==> src/shared/cmp_ctrl_pkg.sv <==
`default_nettype none
package cmp_ctrl_pkg;
  // register byte offsets
  localparam logic [11:0] OFF_CONTROL   = 12'h000;
  localparam logic [11:0] OFF_MASK_SRC  = 12'h004;
  localparam logic [11:0] OFF_IRQ_STAT  = 12'h008;
  localparam logic [11:0] OFF_IRQ_MASK  = 12'h00C;
  // control field positions
  localparam int CTL_ON       = 15;
  localparam int CTL_OE       = 14;
  localparam int CTL_INV      = 13;
  localparam int CTL_EVT      = 9;
  localparam int CTL_RES      = 8;
  localparam int CTL_EDGE_LO  = 6;
  localparam int CTL_REF      = 4;
  localparam int CTL_CH_LO    = 0;
  // writable bit masks
  localparam logic [15:0] CTL_WMASK  = 16'hE2D3;
  localparam logic [15:0] MSK_WMASK  = 16'h0FFF;
  // reset values
  localparam logic [15:0] CTL_RESET  = 16'h0000;
  localparam logic [15:0] MSK_RESET  = 16'h0000;
  // edge select codes
  localparam logic [1:0] EDGE_NONE = 2'h0;
  localparam logic [1:0] EDGE_RISE = 2'h1;
  localparam logic [1:0] EDGE_FALL = 2'h2;
  localparam logic [1:0] EDGE_ANY  = 2'h3;
  // minus channel codes
  localparam logic [1:0] CH_B      = 2'h0;
  localparam logic [1:0] CH_C      = 2'h1;
  localparam logic [1:0] CH_D      = 2'h2;
  localparam logic [1:0] CH_BGAP   = 2'h3;
  // last valid pwm source code (six sources, 0 to 5)
  localparam logic [3:0] PWM_LAST  = 4'h5;
endpackage : cmp_ctrl_pkg
`default_nettype wire

==> src/hw/mask_source_mux.sv <==
`timescale 1ns/1ps
`default_nettype none
module mask_source_mux (
  // select and sources
  input  wire logic [3:0] sel,
  input  wire logic [5:0] pwm,
  // selected source
  output logic            mask_out
);
  // reserved codes give a low mask
  wire logic in_range;
  assign in_range = (sel <= cmp_ctrl_pkg::PWM_LAST);
  assign mask_out = in_range ? pwm[sel[2:0]] : 1'b0;
endmodule : mask_source_mux
`default_nettype wire

==> src/hw/edge_detect.sv <==
`timescale 1ns/1ps
`default_nettype none
module edge_detect (
  // clock and reset
  input  wire logic pclk,
  input  wire logic presetn,
  // sampled level
  input  wire logic level,
  // edges
  output logic      rise,
  output logic      fall
);
  logic prev_ff;
  always_ff @(posedge pclk or negedge presetn) begin
    if (!presetn) begin
      prev_ff <= 1'b0;
    end else begin
      prev_ff <= level;
    end
  end
  assign rise = level & ~prev_ff;
  assign fall = ~level & prev_ff;
endmodule : edge_detect
`default_nettype wire

==> src/hw/comparator_event_ctrl.sv <==
// Design decisions made here: the register addresses and the APB interface to the registers.
`timescale 1ns/1ps
`default_nettype none
//------------------------------------------------------------
// comparator control, event and mask select
//------------------------------------------------------------
module comparator_event_ctrl (
  // clock and reset
  input  wire logic        pclk,
  input  wire logic        presetn,
  // apb slave
  input  wire logic        psel,
  input  wire logic        penable,
  input  wire logic        pwrite,
  input  wire logic [11:0] paddr,
  input  wire logic [31:0] pwdata,
  output logic [31:0]      prdata,
  output logic             pready,
  output logic             pslverr,
  // analog side
  input  wire logic        raw_compare,
  output logic             plus_ref_select,
  output logic [1:0]       minus_channel_select,
  output logic             comparator_on,
  // pwm mask sources
  input  wire logic [5:0]  pwm_outputs,
  output logic             mask_a,
  output logic             mask_b,
  output logic             mask_c,
  // results
  output logic             result_pin,
  output logic             result_pin_oe,
  output logic             trigger,
  output logic             irq
);
  //----------------------------------------------------------
  // registers
  //----------------------------------------------------------
  logic [15:0] ctl_ff;
  logic [15:0] msk_ff;
  logic        irq_stat_ff;
  logic        irq_mask_ff;
  logic        result_ff;
  logic [31:0] prdata_ff;
  logic        pready_ff;
  logic        pslverr_ff;
  logic        trig_ff;
  logic        irq_ff;
  logic        pin_ff;
  logic        pin_oe_ff;
  logic        mask_a_ff;
  logic        mask_b_ff;
  logic        mask_c_ff;
  logic        ref_ff;
  logic [1:0]  ch_ff;
  logic        on_ff;

  //----------------------------------------------------------
  // apb decode
  //----------------------------------------------------------
  wire logic setup;
  wire logic wr;
  wire logic hit_ctl;
  wire logic hit_msk;
  wire logic hit_ist;
  wire logic hit_imk;
  wire logic hit_any;
  assign setup   = psel & ~penable;
  assign wr      = psel & penable & pwrite & pready_ff;
  assign hit_ctl = (paddr == cmp_ctrl_pkg::OFF_CONTROL);
  assign hit_msk = (paddr == cmp_ctrl_pkg::OFF_MASK_SRC);
  assign hit_ist = (paddr == cmp_ctrl_pkg::OFF_IRQ_STAT);
  assign hit_imk = (paddr == cmp_ctrl_pkg::OFF_IRQ_MASK);
  assign hit_any = hit_ctl | hit_msk | hit_ist | hit_imk;

  //----------------------------------------------------------
  // comparator result and events
  //----------------------------------------------------------
  wire logic edge_code_rise;
  wire logic edge_code_fall;
  wire logic rise;
  wire logic fall;
  wire logic polarized;
  wire logic flag;
  wire logic hit_edge;
  wire logic fire;
  wire logic flag_clr;
  wire logic nxt_flag;
  wire logic nxt_irq_stat;
  wire logic nxt_irq_mask;
  wire logic [1:0] edge_sel;

  assign edge_sel  = ctl_ff[cmp_ctrl_pkg::CTL_EDGE_LO +: 2];
  assign flag      = ctl_ff[cmp_ctrl_pkg::CTL_EVT];
  assign polarized = ctl_ff[cmp_ctrl_pkg::CTL_ON]
                   & (raw_compare ^ ctl_ff[cmp_ctrl_pkg::CTL_INV]);

  edge_detect u_edge (
    .pclk    (pclk),
    .presetn (presetn),
    .level   (polarized),
    .rise    (rise),
    .fall    (fall)
  );

  assign edge_code_rise = (edge_sel == cmp_ctrl_pkg::EDGE_RISE)
                        | (edge_sel == cmp_ctrl_pkg::EDGE_ANY);
  assign edge_code_fall = (edge_sel == cmp_ctrl_pkg::EDGE_FALL)
                        | (edge_sel == cmp_ctrl_pkg::EDGE_ANY);
  assign hit_edge = (rise & edge_code_rise) | (fall & edge_code_fall);
  assign fire     = hit_edge & ~flag;
  // software clears the flag by writing zero; an event in the clearing cycle is lost
  assign flag_clr = wr & hit_ctl & ~pwdata[cmp_ctrl_pkg::CTL_EVT];
  assign nxt_flag = fire | (flag & ~flag_clr);
  assign nxt_irq_stat = fire | (irq_stat_ff & ~(wr & hit_ist & pwdata[0]));
  assign nxt_irq_mask = (wr & hit_imk) ? pwdata[0] : irq_mask_ff;

  //----------------------------------------------------------
  // register writes
  //----------------------------------------------------------
  wire logic [15:0] nxt_ctl;
  wire logic [15:0] ctl_wr;
  assign ctl_wr  = (wr & hit_ctl)
                 ? (pwdata[15:0] & cmp_ctrl_pkg::CTL_WMASK)
                 : (ctl_ff & cmp_ctrl_pkg::CTL_WMASK);
  assign nxt_ctl = {ctl_wr[15:10], nxt_flag, result_ff, ctl_wr[7:0]};

  always_ff @(posedge pclk or negedge presetn) begin
    if (!presetn) begin
      ctl_ff <= cmp_ctrl_pkg::CTL_RESET;
    end else begin
      ctl_ff <= nxt_ctl;
    end
  end

  always_ff @(posedge pclk or negedge presetn) begin
    if (!presetn) begin
      msk_ff <= cmp_ctrl_pkg::MSK_RESET;
    end else if (wr & hit_msk) begin
      msk_ff <= pwdata[15:0] & cmp_ctrl_pkg::MSK_WMASK;
    end
  end

  always_ff @(posedge pclk or negedge presetn) begin
    if (!presetn) begin
      irq_stat_ff <= 1'b0;
      irq_mask_ff <= 1'b0;
      result_ff   <= 1'b0;
    end else begin
      irq_stat_ff <= nxt_irq_stat;
      irq_mask_ff <= nxt_irq_mask;
      result_ff   <= polarized;
    end
  end

  //----------------------------------------------------------
  // apb answer
  //----------------------------------------------------------
  wire logic [31:0] rd_mux;
  wire logic        nxt_pready;
  assign rd_mux = hit_ctl ? {16'h0000, ctl_ff} :
                  hit_msk ? {16'h0000, msk_ff} :
                  hit_ist ? {31'h00000000, irq_stat_ff} :
                  hit_imk ? {31'h00000000, irq_mask_ff} :
                  32'h00000000;
  assign nxt_pready = setup;

  always_ff @(posedge pclk or negedge presetn) begin
    if (!presetn) begin
      prdata_ff  <= 32'h00000000;
      pready_ff  <= 1'b0;
      pslverr_ff <= 1'b0;
    end else begin
      pready_ff  <= nxt_pready;
      pslverr_ff <= setup & ~hit_any;
      prdata_ff  <= (setup & ~pwrite) ? rd_mux : 32'h00000000;
    end
  end

  //----------------------------------------------------------
  // mask sources
  //----------------------------------------------------------
  wire logic sel_a;
  wire logic sel_b;
  wire logic sel_c;

  mask_source_mux u_mask_a (
    .sel      (msk_ff[3:0]),
    .pwm      (pwm_outputs),
    .mask_out (sel_a)
  );
  mask_source_mux u_mask_b (
    .sel      (msk_ff[7:4]),
    .pwm      (pwm_outputs),
    .mask_out (sel_b)
  );
  mask_source_mux u_mask_c (
    .sel      (msk_ff[11:8]),
    .pwm      (pwm_outputs),
    .mask_out (sel_c)
  );

  //----------------------------------------------------------
  // registered outputs
  //----------------------------------------------------------
  wire logic pin_en;
  assign pin_en = ctl_ff[cmp_ctrl_pkg::CTL_ON] & ctl_ff[cmp_ctrl_pkg::CTL_OE];

  always_ff @(posedge pclk or negedge presetn) begin
    if (!presetn) begin
      trig_ff   <= 1'b0;
      irq_ff    <= 1'b0;
      pin_ff    <= 1'b0;
      pin_oe_ff <= 1'b0;
      mask_a_ff <= 1'b0;
      mask_b_ff <= 1'b0;
      mask_c_ff <= 1'b0;
      ref_ff    <= 1'b0;
      ch_ff     <= cmp_ctrl_pkg::CH_B;
      on_ff     <= 1'b0;
    end else begin
      trig_ff   <= fire;
      irq_ff    <= nxt_irq_stat & nxt_irq_mask;
      pin_ff    <= pin_en & polarized;
      pin_oe_ff <= pin_en;
      mask_a_ff <= sel_a;
      mask_b_ff <= sel_b;
      mask_c_ff <= sel_c;
      ref_ff    <= nxt_ctl[cmp_ctrl_pkg::CTL_REF];
      ch_ff     <= nxt_ctl[cmp_ctrl_pkg::CTL_CH_LO +: 2];
      on_ff     <= nxt_ctl[cmp_ctrl_pkg::CTL_ON];
    end
  end

  assign prdata               = prdata_ff;
  assign pready               = pready_ff;
  assign pslverr              = pslverr_ff;
  assign trigger              = trig_ff;
  assign irq                  = irq_ff;
  assign result_pin           = pin_ff;
  assign result_pin_oe        = pin_oe_ff;
  assign mask_a               = mask_a_ff;
  assign mask_b               = mask_b_ff;
  assign mask_c               = mask_c_ff;
  assign plus_ref_select      = ref_ff;
  assign minus_channel_select = ch_ff;
  assign comparator_on        = on_ff;

  //----------------------------------------------------------
  // checks
  //----------------------------------------------------------
  a_flag_blocks: assert property (
    @(posedge pclk) disable iff (!presetn)
    flag |=> !trigger) else $error("trigger while flag set");
  a_flag_sets: assert property (
    @(posedge pclk) disable iff (!presetn)
    (hit_edge && !flag) |=> ctl_ff[cmp_ctrl_pkg::CTL_EVT] && trigger)
    else $error("event flag not set");
  a_any_edge: assert property (
    @(posedge pclk) disable iff (!presetn)
    (edge_sel == cmp_ctrl_pkg::EDGE_ANY && !flag
     && $changed(polarized)) |=> trigger)
    else $error("any change missed");
  a_ref_route: assert property (
    @(posedge pclk) disable iff (!presetn)
    ##1 plus_ref_select == $past(nxt_ctl[cmp_ctrl_pkg::CTL_REF]))
    else $error("plus ref mismatch");
  a_ch_route: assert property (
    @(posedge pclk) disable iff (!presetn)
    ##1 minus_channel_select == $past(nxt_ctl[cmp_ctrl_pkg::CTL_CH_LO +: 2]))
    else $error("minus channel mismatch");
  a_mask_c: assert property (
    @(posedge pclk) disable iff (!presetn)
    (msk_ff[11:8] == 4'h2) |=> mask_c == $past(pwm_outputs[2]))
    else $error("mask c wrong");
  a_mask_b: assert property (
    @(posedge pclk) disable iff (!presetn)
    (msk_ff[7:4] > cmp_ctrl_pkg::PWM_LAST) |=> !mask_b)
    else $error("mask b reserved not low");
  a_unimpl_zero: assert property (
    @(posedge pclk) disable iff (!presetn)
    (ctl_ff[12:10] == 3'h0) && (ctl_ff[5] == 1'b0)
    && (msk_ff[15:12] == 4'h0) && (ctl_ff[3:2] == 2'h0))
    else $error("unimplemented bit set");
  a_mask_a: assert property (
    @(posedge pclk) disable iff (!presetn)
    (msk_ff[3:0] == 4'h5) |=> mask_a == $past(pwm_outputs[5]))
    else $error("mask a wrong");
  a_pin_gate: assert property (
    @(posedge pclk) disable iff (!presetn)
    !result_pin_oe |-> !result_pin) else $error("pin driven while off");
  a_irq_level: assert property (
    @(posedge pclk) disable iff (!presetn)
    irq == (irq_stat_ff && irq_mask_ff)) else $error("irq level wrong");
  a_irq_blocked: assert property (
    @(posedge pclk) disable iff (!presetn)
    flag |=> !$rose(irq_stat_ff)) else $error("irq while flag set");
  a_flag_clear: assert property (
    @(posedge pclk) disable iff (!presetn)
    (flag_clr && !fire) |=> !ctl_ff[cmp_ctrl_pkg::CTL_EVT])
    else $error("event flag not cleared");
  a_rise_fires: assert property (
    @(posedge pclk) disable iff (!presetn)
    (edge_sel == cmp_ctrl_pkg::EDGE_RISE && !flag && rise) |=> trigger)
    else $error("rising edge missed");
  a_fall_fires: assert property (
    @(posedge pclk) disable iff (!presetn)
    (edge_sel == cmp_ctrl_pkg::EDGE_FALL && !flag && fall) |=> trigger)
    else $error("falling edge missed");
  a_rise_only: assert property (
    @(posedge pclk) disable iff (!presetn)
    (edge_sel == cmp_ctrl_pkg::EDGE_RISE && fall) |=> !trigger)
    else $error("falling edge fired on rise code");
  a_fall_only: assert property (
    @(posedge pclk) disable iff (!presetn)
    (edge_sel == cmp_ctrl_pkg::EDGE_FALL && rise) |=> !trigger)
    else $error("rising edge fired on fall code");
  a_none_quiet: assert property (
    @(posedge pclk) disable iff (!presetn)
    (edge_sel == cmp_ctrl_pkg::EDGE_NONE) |=> !trigger)
    else $error("trigger with edges off");
  a_result_bit: assert property (
    @(posedge pclk) disable iff (!presetn)
    ##2 ctl_ff[cmp_ctrl_pkg::CTL_RES] == $past(polarized, 2))
    else $error("result bit wrong");
  a_oe_gate: assert property (
    @(posedge pclk) disable iff (!presetn)
    ##1 result_pin_oe == $past(pin_en)) else $error("pin enable wrong");
  a_mask_c_res: assert property (
    @(posedge pclk) disable iff (!presetn)
    (msk_ff[11:8] > cmp_ctrl_pkg::PWM_LAST) |=> !mask_c)
    else $error("mask c reserved not low");
  a_mask_a_res: assert property (
    @(posedge pclk) disable iff (!presetn)
    (msk_ff[3:0] > cmp_ctrl_pkg::PWM_LAST) |=> !mask_a)
    else $error("mask a reserved not low");
  a_slverr_map: assert property (
    @(posedge pclk) disable iff (!presetn)
    (setup && !hit_any) |=> pslverr && prdata == 32'h00000000)
    else $error("unmapped access not refused");
endmodule : comparator_event_ctrl
`default_nettype wire

==> config.mk <==
export PLATFORM = sky130hd
export DESIGN_NAME = comparator_event_ctrl
export DESIGN_NICKNAME = d
export VERILOG_FILES = /design/src/shared/cmp_ctrl_pkg.sv /design/src/hw/mask_source_mux.sv /design/src/hw/edge_detect.sv /design/src/hw/comparator_event_ctrl.sv
export SDC_FILE = /design/constraint.sdc
export NUM_CORES = 1
export LEC_CHECK = 0
export ABC_CLOCK_PERIOD_IN_PS = 3880
export BUFFER_PORTS_ARGS = -buffer_cell sky130_fd_sc_hd__buf_4
export CORE_MARGIN = 3
export CORE_UTILIZATION = 50
export DETAILED_ROUTE_END_ITERATION = 8
export PLACE_DENSITY = 0.81
export SLEW_MARGIN = 20
export SYNTH_ARGS = -nofsm -noshare
export SYNTH_HDL_FRONTEND = slang
export SYNTH_SLANG_ARGS = --single-unit
==> constraint.sdc <==
create_clock -name pclk -period 3.88 [get_ports pclk]
set_input_delay 0.194 -clock pclk [delete_from_list [all_inputs] [get_ports pclk]]
set_output_delay 0.194 -clock pclk [all_outputs]
set_load 0.005 [all_outputs]
==> flow_metrics.py <==
metrics = {
    "clock_network": {
        "root_buffer": "clkbuf_8",
        "clock_path_buffers": 2,
        "cts_buffers": 5,
        "clkTransAtPathRegs_ns": 0.08,
        "cts_tree": "built",
        "htreeDepth": 2,
        "insertion_delay_ns": 0.30,
        "cts.sink_count": 49,
    },
    "critical_path": {
        "crit_required_ns": 4.07,
        "start_kind": "register",
        "reg2reg_depth": 4,
        "endpoint_kind": "register",
        "crit_chain": "nand4_1, nor2_1, and3_1, mux2_2",
        "cp_data_arrival_time_ns": 2.00,
        "max_stage_delay_ns": 0.58,
        "worstPathMaxFanout": 12,
        "slowest_stage": "and3_1",
        "critPathKind": "reg -> reg",
    },
    "finish": {
        "num_antenna_cells": 0,
        "syn_to_final_growth_pct": 26.4,
        "multi_input_area_um2": 842,
        "fillerInstances": 312,
        "seq_area_um2": 1230,
        "nNetsFinal": 292,
        "drive_gt1_share_pct": 43.5,
    },
    "yosys": {
        "yosysTopAreaCellShare_pct": 55.7,
        "netlist_area_um2": 2200,
        "syn_avg_cell_area_um2": 13.0,
        "ys.warnings.count": 0,
        "synthTopCellsByArea": "dfrtp_1 (56%), buf_4 (6.5%), mux2_2 (6.1%)",
        "synth_top_cell_by_area": "dfrtp_1",
        "ys_seq_elements": 49,
        "netlist_instances": 169,
        "seq_area_frac_synth_pct": 55.7,
        "ys_types": 31,
    },
    "floorplanning": {
        "start_util_pct": 53.5,
        "dieHeight_um": 72.3,
        "pin_count": 101,
        "fp.coreArea_um2": 4120,
        "die_w_um": 72.3,
        "rows": 23,
        "die-area_um2": 5230,
    },
    "detailed_routing": {
        "dr.pass1.iters": 4,
        "drt-wirelength-per-cell_um": 15.0,
        "postRouteWirelength_um": 4290,
        "drcViolationCount": 0,
        "dr.first_iter.drc_count": 49,
        "ant_nets": 0,
        "vias": 1443,
        "viasPerCell": 5.03,
    },
    "timing": {
        "min_period_ns": 1.80,
        "max_clock_freq_mhz": 554,
        "finalSetupViolCount": 0,
        "hold_viol": 0,
        "slew_headroom_pct": 58.8,
        "rsz0062_at_grt": "false",
        "drv_slew": 0,
        "fin_tns_setup_ns": 0,
        "fin_worst_skew_ns": 0.00359,
        "fin_crit_sh_pct": 46.5,
        "tightest_slew_ns": 0.619,
    },
    "pwr": {
        "total_power_uw": 952,
        "p_leak_nw": 1.53,
        "power_density_nw_per_um2": 342,
        "ir_worst_vdd_mv": 0.194,
    },
    "place": {
        "portBuffers": 66,
        "dpl.hpwl_um": 3110,
        "gp_congestion": 0.745,
    },
    "min_path": {
        "hold_class": "in -> reg",
        "min_path_cells": 2,
    },
    "grt": {
        "grt_pass1_wl_um": 7060,
        "grt_pass1_vias": 1474,
        "grt_overflow": 0,
        "antenna_found_initial": 0,
        "grt_start_max_net_pins": 50,
        "gr-usage-all-layers_pct": 17.7,
    },
    "outcome": {
        "status": "finished, final reports clean",
    },
    "flow_run": {
        "cap_violations": 0,
    },
}
## sequential cells by signal, indices dropped and copies added (netlist names)
name / flops
result_pin_oe: 1
u_edge.prev_ff: 1
irq: 1
msk_ff: 12
result_pin: 1
mask_b: 1
pslverr: 1
mask_a: 1
ctl_ff: 8
mask_c: 1
comparator_on: 1
pready: 1
trigger: 1
irq_stat_ff: 1
minus_channel_select: 1
prdata: 15
irq_mask_ff: 1
## final cells by class
cell class / instances / area share, %
clock buffer: 7 / 3.10
clock inverter: 1 / 1.08
inverter: 6 / 0.809
multi-input combinational: 106 / 30.3
sequential: 49 / 44.1
tap: 50 / 2.25
timing repair buffer: 68 / 18.4
## final timing paths
| kind | from | endpoint | slack (ns) |
|---|---|---|---|
| max | pready | msk_ff[3] | 2.08 |
| min | pwrite | prdata[0] | 0.09 |
| max reg2reg | pready | msk_ff[3] | 2.08 |
| min reg2reg | u_edge.prev_ff | ctl_ff[8] | 0.41 |
| max in group asynchronous | presetn | prdata[13] | 3.04 |
| min in group asynchronous | presetn | prdata[0] | 0.44 |
## power breakdown
group | internal (mW) | switching, mW | total [mW]
registers | 0.513 | 0.000958 | 0.514
clock network | 0.210 | 0.158 | 0.368
logic | 0.0359 | 0.0340 | 0.0699
total | 0.759 | 0.193 | 0.952
## synth_stat cells
cell and instances:
dfrtp_1 49, buf_4 19, nor2_1 18, mux2_2 12
mux2i_1 12, and3_1 9, mux2_4 8, inv_1 6
nand2_1 5, mux4_2 4, clkbuf_1 3, and2_1 2
nand2b_1 2, nand4_1 2, o41ai_1 2, a21oi_1 1
a22oi_1 1, a2bb2oi_1 1, and4_2 1, and4b_1 1
buf_2 1, buf_6 1, conb_1 1, nand4_2 1
nor4_1 1, nor4_2 1, nor4b_1 1, o21ai_0 1
or4_2 1, or4_4 1, xor2_1 1
## layout by cell type, fill, tap and decap left out, types with 2 or more instances in the layout
cell / instances
buf_4: 67
dfrtp_1: 49
nor2_1: 18
conb_1: 17
mux2i_1: 12
mux2_2: 12
and3_1: 9
mux2_4: 8
inv_1: 6
clkbuf_8: 6
nand2_1: 5
mux4_2: 4
nand2b_1: 2
nand4_1: 2
o41ai_1: 2
and2_1: 2
## per-stage QoR
step                      hold WS (ns)  worst slack [ns]  std cells  util (%)  area, um^2
after global placement           0.239              1.87        278      64.5        2660
after floorplan                 -0.102              2.14        185         -        2260
after detailed placement         0.241              1.84        278      64.5        2660
final                           0.0907              2.08        287      67.6        2780
after global routing            0.0970              1.96        287      67.6        2780
after CTS                       0.0773              2.08        287      67.6        2780
## layer usage
metal  part of all wire [%]  wire, um  track usage, %  vias to the layer above
li1                       -         -               -                      684
met1                     41      1750            22.5                      705
met2                     50      2170            29.6                       48
met3                    7.5       323            4.29                        6
met4                    1.4        58            5.64                        0
met5                      0         0               0                        -
## worst max-delay path, delay by kind of cell (launching register included)
family | cells | cell delay, ns
flops | 1 | 0.36
mux | 1 | 0.41
simple gates | 3 | 0.93
## logic make-up after synthesis
| group | after synthesis | share of synthesized area, % |
|---|---|---|
| and+or+nand+nor | 46 | 11.8 |
| xor gates and xnor gates | 1 | 0.398 |
| DFF | 49 | 55.7 |
| muxes | 36 | 21.1 |
| other | 1 | 0.170 |
| AOI/OAI and AO/OA | 6 | 1.99 |
| buffers and inverters | 30 | 8.75 |
## what timing repair did
| action | CTS | global route |
|---|---|---|
| buffers inserted | 0 | 0 |
| hold buffers | 1 | 0 |
| gates resized for setup | 0 | 0 |
| endpoints found under the hold margin | 49 | 0 |
Note: power is estimated with default switching activity, not from simulation.
